--- src/rtl/ch2_irq_enable_map.vh ---
`ifndef CH2_IRQ_ENABLE_MAP_VH
`define CH2_IRQ_ENABLE_MAP_VH

// --------------------------------------------------------------
// Register byte offsets on the APB
// --------------------------------------------------------------
`define ADDR_CAPTURE_OVERFLOW_EN 12'h000
`define ADDR_COMPARE_OVERFLOW_EN 12'h004
`define ADDR_FLAG_STATUS 12'h008
`define ADDR_IRQ_STATUS 12'h00C

// --------------------------------------------------------------
// Field layout of the two enable registers
// --------------------------------------------------------------
`define EN_REG_WIDTH 16
`define EN_IMPL_BITS 9
`define EN_OVERFLOW_BIT 8
`define EN_CHAN_MSB 7
`define EN_CHAN_LSB 0
`define EN_RESET 9'h000

// --------------------------------------------------------------
// Layout of the status view registers
// --------------------------------------------------------------
`define STAT_SECOND_LSB 16
`define STAT_SECOND_MSB 24

// --------------------------------------------------------------
// Bus answers
// --------------------------------------------------------------
`define RDATA_ZERO 32'h0000_0000
`define ADDR_WIDTH 12

`endif

--- src/rtl/timer_ch2_interrupt_enable.v ---
// Function
// - First register bit 8 gates first overflow.
// - First register bits 7..0 gate capture flags.
// - Second register bit 8 gates second overflow.
// - Second register bits 7..0 gate match flags.
// - Reserved bits 15..9 read zero, ignore writes.
// - All enable bits reset to zero.
// - Second bit 7 gates channel H flag.
`include "ch2_irq_enable_map.vh"
`default_nettype none

module timer_ch2_interrupt_enable (
  input wire pclk,
  input wire presetn,
  input wire psel,
  input wire penable,
  input wire pwrite,
  input wire [11:0] paddr,
  input wire [31:0] pwdata,
  output reg [31:0] prdata,
  output wire pready,
  output wire pslverr,
  input wire first_overflow_flag,
  input wire [7:0] capcmp_flag,
  input wire second_overflow_flag,
  input wire [7:0] match_flag,
  output wire first_overflow_irq,
  output wire [7:0] capcmp_irq,
  output wire second_overflow_irq,
  output wire [7:0] match_irq
);

  // --------------------------------------------------------------
  // Bus decode
  // --------------------------------------------------------------
  wire access_w;
  wire sel_first;
  wire sel_second;
  wire sel_flags;
  wire sel_irqs;
  wire mapped;
  reg pready_q;
  reg pslverr_q;
  wire [8:0] first_en;
  wire [8:0] second_en;
  wire [8:0] first_flags;
  wire [8:0] second_flags;
  wire [8:0] first_irq_q;
  wire [8:0] second_irq_q;
  wire [31:0] rdata_d;

  // Access phase is one cycle once entered; pready raised in the setup cycle
  assign access_w = psel & penable & pready_q;
  assign sel_first = (paddr == `ADDR_CAPTURE_OVERFLOW_EN);
  assign sel_second = (paddr == `ADDR_COMPARE_OVERFLOW_EN);
  assign sel_flags = (paddr == `ADDR_FLAG_STATUS);
  assign sel_irqs = (paddr == `ADDR_IRQ_STATUS);
  assign mapped = sel_first | sel_second | sel_flags | sel_irqs;

  // Zero wait states: ready is flopped from the setup cycle
  always @(posedge pclk or negedge presetn) begin
    if (!presetn) begin
      pready_q <= 1'b0;
      pslverr_q <= 1'b0;
    end else begin
      pready_q <= psel & ~penable;
      pslverr_q <= psel & ~penable & ~mapped;
    end
  end

  assign pready = pready_q;
  assign pslverr = pslverr_q;

  // --------------------------------------------------------------
  // Enable registers
  // --------------------------------------------------------------
  // Software is trusted to write zero above bit 8; nothing checks it
  apb_enable_reg u_first_en (
    .pclk(pclk),
    .presetn(presetn),
    .wr_en(access_w & pwrite & sel_first),
    .wdata(pwdata[15:0]),
    .enable_q(first_en)
  );

  apb_enable_reg u_second_en (
    .pclk(pclk),
    .presetn(presetn),
    .wr_en(access_w & pwrite & sel_second),
    .wdata(pwdata[15:0]),
    .enable_q(second_en)
  );

  // --------------------------------------------------------------
  // Request gating
  // --------------------------------------------------------------
  // Flag bit 8 is overflow, 7..0 channels H..A; second bank uses the
  // compare flag of the same letter, so bit 7 is channel H not F
  assign first_flags = {first_overflow_flag, capcmp_flag};
  assign second_flags = {second_overflow_flag, match_flag};

  irq_gate_bank u_first_gate (
    .pclk(pclk),
    .presetn(presetn),
    .flag(first_flags),
    .enable(first_en),
    .irq_q(first_irq_q)
  );

  irq_gate_bank u_second_gate (
    .pclk(pclk),
    .presetn(presetn),
    .flag(second_flags),
    .enable(second_en),
    .irq_q(second_irq_q)
  );

  assign first_overflow_irq = first_irq_q[`EN_OVERFLOW_BIT];
  assign capcmp_irq = first_irq_q[`EN_CHAN_MSB:`EN_CHAN_LSB];
  assign second_overflow_irq = second_irq_q[`EN_OVERFLOW_BIT];
  assign match_irq = second_irq_q[`EN_CHAN_MSB:`EN_CHAN_LSB];

  // --------------------------------------------------------------
  // Read mux
  // --------------------------------------------------------------
  // Unused upper bits are zero-filled, so reserved bits read zero
  assign rdata_d = sel_first ? {23'h00_0000, first_en} :
                   sel_second ? {23'h00_0000, second_en} :
                   sel_flags ? {7'h00, second_flags, 7'h00, first_flags} :
                   sel_irqs ? {7'h00, second_irq_q, 7'h00, first_irq_q} :
                   `RDATA_ZERO;

  // Read data registered in the setup cycle, valid with pready
  always @(posedge pclk or negedge presetn) begin
    if (!presetn) begin
      prdata <= `RDATA_ZERO;
    end else if (psel & ~penable & ~pwrite) begin
      prdata <= rdata_d;
    end
  end

endmodule

`default_nettype wire

--- src/rtl/irq_gate_bank.v ---
`include "ch2_irq_enable_map.vh"
`default_nettype none

// --------------------------------------------------------------
// One enable register's worth of request gating
// --------------------------------------------------------------
module irq_gate_bank (
  input wire pclk,
  input wire presetn,
  input wire [8:0] flag,
  input wire [8:0] enable,
  output reg [8:0] irq_q
);

  // Plain AND per bit, registered only so the top drives from flops;
  // no edge detection, request follows flag and enable
  always @(posedge pclk or negedge presetn) begin
    if (!presetn) begin
      irq_q <= `EN_RESET;
    end else begin
      irq_q <= flag & enable;
    end
  end

endmodule

`default_nettype wire

--- src/rtl/apb_enable_reg.v ---
`include "ch2_irq_enable_map.vh"
`default_nettype none

// --------------------------------------------------------------
// One 16-bit enable register: 9 live bits, 7 reserved
// --------------------------------------------------------------
module apb_enable_reg (
  input wire pclk,
  input wire presetn,
  input wire wr_en,
  input wire [15:0] wdata,
  output reg [8:0] enable_q
);

  // Reserved bits 15..9 are never stored, so writes to them vanish
  always @(posedge pclk or negedge presetn) begin
    if (!presetn) begin
      enable_q <= `EN_RESET;
    end else if (wr_en) begin
      enable_q <= wdata[`EN_OVERFLOW_BIT:`EN_CHAN_LSB];
    end
  end

endmodule

`default_nettype wire

--- config.mk ---
export PLATFORM = sky130hd
export DESIGN_NAME = timer_ch2_interrupt_enable
export DESIGN_NICKNAME = d
export VERILOG_FILES = /design/src/rtl/timer_ch2_interrupt_enable.v /design/src/rtl/irq_gate_bank.v /design/src/rtl/apb_enable_reg.v
export VERILOG_INCLUDE_DIRS = /design/src /design/src/rtl
export SDC_FILE = /design/constraint.sdc
export NUM_CORES = 1
export LEC_CHECK = 0
export ABC_AREA = 1
export BUFFER_PORTS_ARGS = -buffer_cell sky130_fd_sc_hd__buf_4
export CORE_AREA = 2 2 92 72
export DETAILED_ROUTE_END_ITERATION = 8
export DIE_AREA = 0 0 94 74
export PLACE_DENSITY_LB_ADDON = 0.05
export SYNTH_ARGS = -nofsm -noshare
export SYNTH_HDL_FRONTEND = slang
export SYNTH_HIERARCHICAL = 1
export SYNTH_SLANG_ARGS = --single-unit
--- constraint.sdc ---
create_clock -name pclk -period 1.27 [get_ports pclk]
set_clock_uncertainty 0.1 [all_clocks]
set_input_delay 0.3175 -clock pclk [delete_from_list [all_inputs] [get_ports pclk]]
set_output_delay 0.3175 -clock pclk [all_outputs]
set_load 0.01 [all_outputs]
==> results by group, run 1 <==
Global routing
  – All-Layer GR Usage: 0.229
  – First-pass GRT wire length: 12100 um
  – GR Util met1: 0.336
  – Routing usage on met2: 0.364
  – Met3 Use GR: 0.0375
  – Grt peak-use layer: met2
  – Vias in the first global route: 2461
  – Pin count of the biggest net entering global routing: 57
  – Remaining Overflow, GRT: 0
  – Initial antenna violation count: 0

Layout
  – # diodes: 0
  – Nets: 558
  – Design area: 0.00429 mm2
  – Fraction of layout cells with a size suffix above 1: 0.389
  – Filler instances: 489
  – Area grow syn2layout: 52.1%

Setup path
  – Reg2Reg Depth: 6
  – CP Max Fanout: 7
  – Critical Path End: prdata[1]$_DFFE_PN0P_
  – Crit path DAT: 1.39 ns
  – Setup CP Type: primary input to flop
  – Critical Path RT: 1.38 ns
  – R2R Setup Slk: 0.02 ns
  – Worst Setup End Kind: flop
  – Critical Path Source Type: primary input
  – Worst Setup SP: paddr[11]
  – R2r endpoint: u_second_en/enable_q[3]$_DFFE_PN0P_
  – FF-to-FF Start: pready$_DFF_PN0_

Floorplanning
  – Die Height: 74 um
  – Initial Util: 0.463
  – Die width: 94 um
  – CORE AREA: 0.00610 mm2
  – I/O pin cnt: 119
  – DIE AREA: 0.00696 mm2
  – Row Count: 25

Route
  – Vias/cell: 4.73
  – DRT antenna net count: 0
  – Routed wire length: 7850 um
  – Initial DRC Count: 208
  – First-pass iteration count of the detailed router: 4
  – Total number of vias: 2704
  – Routed len/inst: 13.7 um
  – Remaining DRCs: 0

Outcome
  – Failing checks: setup timing
  – Outcome: finished, violations left

Logic synthesis
  – Simple-gate area share of the yosys netlist: 0.371
  – Mux share of post-synthesis cell area: 0
  – Mapped Cells: 357
  – Yosys cell types: 23
  – Avg Inst Size Synth: 7.90 um2
  – Post-Synth Adder-Cell Area: 0
  – Largest family of logic cells by synthesized area: simple AND/OR/NAND/NOR gates
  – Post-synthesis sequential area ratio: 0.497
  – Synth Area in Compound Gates: 0.00931
  – Yosys reg bits: 56
  – Synth warnings: 6
  – Xor/xnor cell area share of the yosys netlist: 0
  – Synthesized area: 0.00282 mm2

STA
  – Setup Viol. Count Final: 4
  – Period utilisation layout: 1.01
  – Min setup slack post-route: -0.0105 ns
  – Final hold vios: 0
  – Hold slack: 0.105 ns
  – Minimum clock period: 1.28 ns
  – FMAX: 781 MHz
  – RSZ-0062 raised after global routing: yes
  – Final slew viol count: 0

Place
  – Hpwl dp: 5520 um
  – Placed cell areas: 0.00366 mm2
  – Pre-CTS setup slack: -0.336 ns
  – RePlAce Congestion: 0.825
  – Port-buffer cells: 81

Power
  – Leak pwr: 0.00243 uW
  – PwrDens: 711 mW/mm2
  – Total chip power: 3050 uW
  – Max VDD drop: 0.472 mV

Clocking
  – Max Root-Sink Buffers: 2
  – CTS Buf Count: 5
  – TritonCTS clock tree: yes
  – Worst skew pair latency: 0.31 ns
  – Root Driver: clkbuf_8
  – Clk slew on worst S/H paths: 0.10 ns
  – CTS H-tree depth: 2
  – Clk sink count: 56

Min path
  – Worst hold path class: primary input to flop
  – Hold path start: capcmp_flag[3]

Job
  – Max-capacitance violation count: 0
## per-layer routing
layer	wire (um)	share of wire	up-vias
li1	-	-	1338
met1	3610	0.46	1274
met2	3760	0.48	82
met3	388	0.049	10
met4	83	0.011	0
met5	0	0	-
## how the worst min path moves through the flow
stage | endpoint | slack (ns) | cells past startpoint
after floorplan | prdata[0]$_DFFE_PN0P_ | -0.08 | 0
after global placement | prdata[16]$_DFFE_PN0P_ | 0.23 | 2
after detailed placement | prdata[17]$_DFFE_PN0P_ | 0.23 | 2
after CTS | u_first_gate/irq_q[8]$_DFF_PN0_ | 0.1 | 3
after global routing | u_first_gate/irq_q[8]$_DFF_PN0_ | 0.09 | 3
final | u_first_gate/irq_q[3]$_DFF_PN0_ | 0.11 | 3
## state kept, by name, indices dropped and copies added (netlist names)
register and cells:
pslverr 1, u_second_en/enable_q 9, u_first_gate/irq_q 9, u_first_en/enable_q 9, u_second_gate/irq_q 9, prdata 18
pready 1
## timing repair
item / 4_1_cts / 5_1_grt
setup endpoints to repair: 23 / 74
buffers inserted: 17 / 17
pin swaps: 3 / 32
gates resized for setup: 23 / 57
hold buffers: 1 / 0
endpoints found under the hold margin: 56 / 0
## cells in the final DEF (no fill, tap or decap), drive strengths merged
cell	count
a31oi	1
and3	1
buf	137
clkbuf	6
clkinv	1
clkinvlp	2
conb	14
dfrtp	56
dlygate4sd3	1
inv	33
nand2	150
nand3	55
nand4	1
nor2	30
nor3	1
o21ai	1
or2	1
## cells in the mapped netlist
cell,number,area (um2)
nand4_1,1,6.26
and3_1,1,6.26
inv_1,31,116
clkbuf_8,3,41.3
nor2_4,3,33.8
inv_2,3,11.3
buf_4,14,105
buf_6,4,45.0
nand2_1,149,559
or2_4,1,8.76
nand3_2,3,30.0
nand2_2,1,6.26
o21ai_0,1,5.00
nor2_2,1,6.26
buf_2,3,15.0
nand3_1,52,260
nor3_4,1,16.3
inv_6,1,8.76
a31oi_4,1,21.3
dfrtp_1,56,1400
conb_1,1,3.75
nor2_8,1,20.0
nor2_1,25,93.8
## final cells by class
cell class / instances / area, um2 / share of cell area
repair buffers: 138 / 1270 / 0.297
well taps: 81 / 101 / 0.0236
clock buffers: 6 / 72.6 / 0.0169
clock inverters: 1 / 5.00 / 0.00117
multi-input cells: 255 / 1280 / 0.299
inverters: 35 / 156 / 0.0364
flip-flops and latches: 56 / 1400 / 0.327
## report_power, final
group          leakage [uW]  total [uW]  internal, uW  switching [uW]
Clock             0.0000410         926           377             549
Sequential         0.000781        1790          1790            2.01
Combinational       0.00161         336           151             185
## per-stage QoR
step | std cells | utilization | setup TNS (ns)
after floorplan | 370 | - | -4.51
after global placement | 530 | 0.601 | -10.33
after detailed placement | 530 | 0.601 | -10.75
after CTS | 555 | 0.648 | -0.0566
after global routing | 572 | 0.704 | -1.57
final | 572 | 0.704 | -0.0166
## critical path: stages
cell     delay (ns)
buf_4          0.12
nor2_4         0.09
nand2_2        0.07
nor2_4         0.12
buf_12         0.15
buf_8          0.13
buf_6          0.11
nand3_2        0.05
nand2_1        0.08
nor2_1         0.05
nand2_1        0.07
nand2_1        0.05
## cells by family after synthesis
logic type / after synthesis
buffers and inverters: 59
AO/OA/AOI/OAI: 2
flip-flops: 56
AND/OR/NAND/NOR: 239
other: 1
(Power assumes the default switching activity.)
==> run 2: changes to the inputs <==
--- a/config.mk
+++ b/config.mk
@@ -6,11 +6,11 @@
 export SDC_FILE = /design/constraint.sdc
 export NUM_CORES = 1
 export LEC_CHECK = 0
-export ABC_AREA = 1
 export BUFFER_PORTS_ARGS = -buffer_cell sky130_fd_sc_hd__buf_4
-export CORE_AREA = 2 2 92 72
+export CORE_AREA = 2 2 90 70
 export DETAILED_ROUTE_END_ITERATION = 8
-export DIE_AREA = 0 0 94 74
+export DIE_AREA = 0 0 92 72
+export HOLD_SLACK_MARGIN = 0.15
 export PLACE_DENSITY_LB_ADDON = 0.05
 export SYNTH_ARGS = -nofsm -noshare
 export SYNTH_HDL_FRONTEND = slang
==> run 2 against run 1 <==
  * The run still ends with setup timing left
  * Setup slack worse by 0.37 ns
  * Core utilization up 8.6 points
  * Critical path depth down 5
  * Sequential power about the same
  * Register-to-register slack worse by 0.39 ns
  * Critical endpoint is now u_first_en/enable_q[4]$_DFFE_PN0P_
  * Highest routed layer unchanged
==> results by group, run 2 <==
Layout
  – Largest register FFs: 18
  – Final Non-Filler Cells: 436
  – Most common cell after layout, fill and taps aside: buf_4
  – Register Area: 0.00140 mm2
  – Nets: 424
  – Reg with most FFs: prdata
  – Fraction of layout cells with a size suffix above 1: 0.559
  – Area grow syn2layout: 75.3%
  – Filler instances: 344
  – Most frequent cells in the layout: buf_4, dfrtp_1, buf_6, dlygate4sd3_1, and2_1
  – Multi-input logic area: 0.00121 mm2
  – # diodes: 0

Setup path
  – Setup CP Type: primary input to flop
  – FF-to-FF Start: pready$_DFF_PN0_
  – Crit path DAT: 1.75 ns
  – Worst Setup SP: paddr[7]
  – Critical Path End: u_first_en/enable_q[4]$_DFFE_PN0P_
  – Worst Setup End Kind: flop
  – CP Max Fanout: 4
  – Critical Path Source Type: primary input
  – Critical Path RT: 1.37 ns
  – R2r endpoint: u_second_en/enable_q[6]$_DFFE_PN0P_
  – Reg2Reg Depth: 4
  – R2R Setup Slk: -0.37 ns

Global routing
  – Initial antenna violation count: 0
  – GR Util met1: 0.287
  – All-Layer GR Usage: 0.219
  – Routing usage on met2: 0.386
  – Vias in the first global route: 2165
  – First-pass GRT wire length: 11000 um
  – Remaining Overflow, GRT: 0
  – Grt peak-use layer: met2
  – Met3 Use GR: 0.0384
  – Pin count of the biggest net entering global routing: 57

Logic synthesis
  – Avg Inst Size Synth: 14.1 um2
  – Yosys cell types: 24
  – Post-synth top area share: 0.545
  – Yosys reg bits: 56
  – Leading area contributor after synthesis: dfrtp_1
  – Top FF cell, synth: dfrtp_1
  – Post-synth top cells: dfrtp_1, and2_1, mux2_4
  – Synth warnings: 6
  – Mapped Cells: 183
  – Synthesized area: 0.00257 mm2
  – Post-synth EDFFs: 0
  – Synth top area cells: dfrtp_1, mux2_4, mux4_2
  – Most common cell in the synthesized netlist: dfrtp_1
  – Post-synthesis sequential area ratio: 0.545
  – FFs w/ async S/R, synth: 1.00

Floorplanning
  – Initial Util: 0.451
  – Row Count: 24
  – CORE AREA: 0.00571 mm2
  – DIE AREA: 0.00662 mm2
  – I/O pin cnt: 119
  – Die Height: 72 um
  – Die width: 92 um

Route
  – Total number of vias: 2123
  – Routed len/inst: 17.3 um
  – Initial DRC Count: 43
  – Routed wire length: 7560 um
  – First-pass iteration count of the detailed router: 4
  – Remaining DRCs: 0
  – DRT antenna net count: 0
  – Vias/cell: 4.87

Clocking
  – Worst skew pair latency: 0.32 ns
  – Clk slew on worst S/H paths: 0.10 ns
  – Root Driver: clkbuf_8
  – TritonCTS clock tree: yes
  – Clk sink count: 56
  – Max Root-Sink Buffers: 2
  – CTS H-tree depth: 2
  – CTS Buf Count: 5

STA
  – Period utilisation layout: 1.30
  – Min setup slack post-route: -0.380 ns
  – Minimum clock period: 1.65 ns
  – FMAX: 606 MHz
  – RSZ-0062 raised after global routing: yes
  – Hold slack: 0.176 ns
  – Final slew viol count: 0
  – Final hold vios: 0
  – Setup Viol. Count Final: 42

Job
  – Max-capacitance violation count: 0

Place
  – Port-buffer cells: 81
  – Placed Cells: 371
  – RePlAce Congestion: 0.731
  – Pre-CTS setup slack: -0.655 ns
  – Hpwl dp: 4630 um

Outcome
  – Outcome: finished, violations left
  – Failing checks: setup timing

Power
  – Total chip power: 3330 uW
  – Leak pwr: 0.00226 uW
  – Max VDD drop: 0.601 mV
  – PwrDens: 739 mW/mm2

Min path
  – Worst hold path class: primary input to flop
  – Hold path start: penable
## run 2: per-layer routing
metal,up-vias,part of all wire
met5,-,0
met4,0,0.013
met3,10,0.050
met2,75,0.52
met1,1047,0.42
li1,991,-
## run 2: power by group
| group | total (uW) | switching (uW) | internal [uW] | leakage [uW] |
|---|---|---|---|---|
| logic | 501 | 214 | 287 | 0.00143 |
| clock network | 1040 | 595 | 448 | 0.0000516 |
| registers | 1790 | 1.70 | 1790 | 0.000781 |
## run 2: kinds of logic (layout without fill, tap and decap cells)
logic type,count (synthesis),after routing,synth area share
AND/OR/NAND/NOR,49,50,0.115
multiplexers,36,36,0.219
flip-flops,56,56,0.545
buffers and inverters,23,184,0.0628
other,1,14,0.00146
AO/OA/AOI/OAI,18,18,0.0569
## run 2: final cells by class
| cell class | count | share of cell area |
|---|---|---|
| timing repair buffer | 176 | 0.377 |
| sequential | 56 | 0.311 |
| multi-input combinational | 118 | 0.269 |
| tap | 78 | 0.0217 |
| clock buffer | 6 | 0.0183 |
| clock inverter | 2 | 0.00305 |
## run 2: worst min path at each step
| stage | end | slack, ns | cells past startpoint |
|---|---|---|---|
| 2_1_floorplan | prdata[0]$_DFFE_PN0P_ | -0.08 | 0 |
| 3_3_place_gp | prdata[23]$_DFFE_PN0P_ | 0.23 | 2 |
| 3_5_place_dp | prdata[23]$_DFFE_PN0P_ | 0.22 | 2 |
| 4_1_cts | pready$_DFF_PN0_ | 0.17 | 3 |
| 5_1_grt | pready$_DFF_PN0_ | 0.18 | 3 |
| 6_report | pready$_DFF_PN0_ | 0.18 | 3 |
## run 2: stage by stage
step	util	area (um2)	TNS [ns]
after global routing	0.790	4510	-11.59
final	0.790	4510	-9.29
after global placement	0.635	3620	-18.82
after floorplan	-	2700	-10.52
after CTS	0.733	4180	-8.54
after detailed placement	0.635	3620	-19.63
## run 2: repair_timing
item	CTS	global route
pin swaps	2	9
endpoints found under the setup margin	65	71
gates cloned	0	5
setup buffers	9	17
resized for setup	32	22
hold buffers	28	0
endpoints found under the hold margin	91	0
## run 2: critical path, cell delays in order
cell and delay (ns):
buf_6 0.09, nor4_4 0.30, nand3_2 0.18, nor4_4 0.24, buf_4 0.18, clkbuf_16 0.15, mux2_4 0.29
==> run 3: changes to the inputs <==
--- a/config.mk
+++ b/config.mk
@@ -7,9 +7,9 @@
 export NUM_CORES = 1
 export LEC_CHECK = 0
 export BUFFER_PORTS_ARGS = -buffer_cell sky130_fd_sc_hd__buf_4
-export CORE_AREA = 2 2 90 70
+export CORE_AREA = 2 2 86 68
 export DETAILED_ROUTE_END_ITERATION = 8
-export DIE_AREA = 0 0 92 72
+export DIE_AREA = 0 0 88 70
 export HOLD_SLACK_MARGIN = 0.15
 export PLACE_DENSITY_LB_ADDON = 0.05
 export SYNTH_ARGS = -nofsm -noshare
==> constraint.sdc (replaced) <==
create_clock -name pclk -period 2 [get_ports pclk]
set_clock_uncertainty 0.1 [all_clocks]
set_input_delay 0.5 -clock pclk [delete_from_list [all_inputs] [get_ports pclk]]
set_output_delay 0.5 -clock pclk [all_outputs]
set_load 0.01 [all_outputs]
==> run 3 against run 2 <==
  * The flow now finishes without violations
  * Total power is 40% lower
  * Hold slack better by 0.097 ns
  * Critical path depth is 1 lower
  * Die area is 7.0% lower
  * Register-to-register slack better by 0.70 ns
==> results by group, run 3 (synthesized netlist as in run 2, its figures left out) <==
Outcome
  – Outcome: completed

Setup path
  – Crit path DAT: 1.95 ns
  – Critical Path, Cell by Cell: buf_4 > nor4_4 > nand3_2 > nor4b_4 > buf_4 > mux2_4
  – R2R Setup Slk: 0.33 ns
  – CP Max Fanout: 6
  – Slowest library cell on the worst path: nor4_4
  – Worst Setup End Kind: flop
  – Crit path top cell by count: buf_4
  – R2r endpoint: u_second_en/enable_q[5]$_DFFE_PN0P_
  – Setup CP Type: primary input to flop
  – Critical Path End: u_second_en/enable_q[5]$_DFFE_PN0P_
  – Critical Path RT: 2.09 ns
  – Reg2Reg Depth: 4
  – Worst path max stage delay: 0.31 ns
  – Worst Setup SP: paddr[9]
  – Critical Path Source Type: primary input
  – FF-to-FF Start: pready$_DFF_PN0_

Layout
  – Final Non-Filler Cells: 355
  – Design area: 0.00346 mm2
  – Filler instances: 432
  – Largest register FFs: 18
  – Reg with most FFs: prdata
  – Nets: 344
  – Area grow syn2layout: 34.6%
  – # diodes: 0
  – Fraction of layout cells with a size suffix above 1: 0.491
  – Most frequent cells in the layout: buf_4, dfrtp_1, and2_1, mux2_4, conb_1
  – Layout Utilization: 0.637
  – Most common cell after layout, fill and taps aside: buf_4

Global routing
  – Vias in the first global route: 1701
  – GR Util met1: 0.294
  – Remaining Overflow, GRT: 0
  – Met3 Use GR: 0.0390
  – First-pass GRT wire length: 9200 um
  – All-Layer GR Usage: 0.200
  – Pin count of the biggest net entering global routing: 36
  – Grt peak-use layer: met2
  – Routing usage on met2: 0.311
  – Initial antenna violation count: 0

Place
  – Port-buffer cells: 81
  – Placed Cells: 347
  – RePlAce Congestion: 0.751
  – Hpwl dp: 4180 um
  – Placed cell areas: 0.00335 mm2

Clocking
  – TritonCTS clock tree: yes
  – Max Root-Sink Buffers: 2
  – Root Driver: clkbuf_8
  – Clk sink count: 56
  – Worst skew pair latency: 0.30 ns
  – CTS H-tree depth: 2
  – CTS Buf Count: 5
  – Clk slew on worst S/H paths: 0.09 ns

STA
  – Period utilisation layout: 0.932
  – Minimum clock period: 1.86 ns
  – FMAX: 536 MHz
  – RSZ-0062 raised after global routing: no
  – Setup Viol. Count Final: 0
  – Final hold vios: 0
  – Final slew viol count: 0
  – Hold slack: 0.273 ns
  – Post-route setup TNS: 0 ns

Power
  – Seq pwr share: 0.567
  – Clk pwr share: 0.326
  – Sw frac: 0.225
  – Max VDD drop: 0.303 mV
  – PwrDens: 578 mW/mm2
  – Cell Int Power: 1550 uW
  – Switch Pwr: 449 uW
  – Leak pwr: 0.00177 uW
  – Logic pwr share: 0.107

Floorplanning
  – Row Count: 24
  – Initial Util: 0.473
  – Die Height: 70 um
  – DIE AREA: 0.00616 mm2
  – Die width: 88 um
  – I/O pin cnt: 119
  – CORE AREA: 0.00544 mm2

Route
  – Initial DRC Count: 72
  – Routed len/inst: 16.2 um
  – Remaining DRCs: 0
  – Total number of vias: 1753
  – First-pass iteration count of the detailed router: 4
  – Vias/cell: 4.94
  – DRT antenna net count: 0
  – Routed wire length: 5750 um

Job
  – Max-capacitance violation count: 0

Min path
  – Worst hold path class: primary input to flop
-- run 3: cell types whose count changed in the layout (fill, tap and decap cells not counted), sizes merged --
cell / change
clkinv: -1
buf: -49
nand4: -1
dlygate4sd3: -27
inv: -1
clkbuf: -2
-- run 3: worst max-delay path: cells and delay by family --
family / cells / cell delay [ns]
buf+inv: 2 / 0.35
mux: 1 / 0.31
simple gates: 3 / 0.79
-- run 3: timing repair --
| action | in CTS | in global routing |
|---|---|---|
| endpoints found under the hold margin | 21 | 0 |
| setup endpoints to repair | 0 | 6 |
| hold buffers | 1 | 0 |
| gates resized for setup | 0 | 1 |
| buffers inserted | 0 | 0 |
-- run 3: stage by stage --
| step | worst slack (ns) | power (uW) |
|---|---|---|
| after global placement | -0.275 | 1370 |
| after global routing | 0.0519 | 2090 |
| after detailed placement | -0.263 | 1370 |
| final | 0.136 | 2000 |
| after CTS | 0.0555 | 2020 |
| after floorplan | 0.0333 | 1260 |
-- run 3: power groups by stage --
| stage | combinational, uW | sequential (uW) | clock [uW] |
|---|---|---|---|
| 6_report | 215 | 1130 | 652 |
| 5_1_grt | 236 | 1140 | 721 |
| 4_1_cts | 217 | 1130 | 669 |
| 3_5_place_dp | 215 | 1160 | 0 |
| 3_3_place_gp | 214 | 1160 | 0 |
| 2_1_floorplan | 99.8 | 1160 | 0 |
-- run 3: worst min path at each step --
stage | cells past startpoint | to | start
global placement | 1 | prdata[23]$_DFFE_PN0P_ | presetn
CTS | 2 | pready$_DFF_PN0_ | penable
floorplan | 0 | prdata[0]$_DFFE_PN0P_ | presetn
detailed placement | 1 | prdata[23]$_DFFE_PN0P_ | presetn
global route | 2 | pready$_DFF_PN0_ | penable
finish | 2 | pready$_DFF_PN0_ | penable
-- run 3: final cells by class --
class                      count  area [um2]  share of cell area
clock buffer                   7        96.3              0.0278
multi-input combinational    117        1120               0.324
sequential                    56        1400               0.405
tap                           78        97.6              0.0282
timing repair buffer          97         743               0.215
-- run 3: layer usage --
metal  routed length [um]  up-vias  share of wire
met5                    0        -              0
li1                     -      823              -
met2                 2780       59           0.48
met1                 2660      866           0.46
met3                  263        5          0.046
met4                   42        0         0.0073
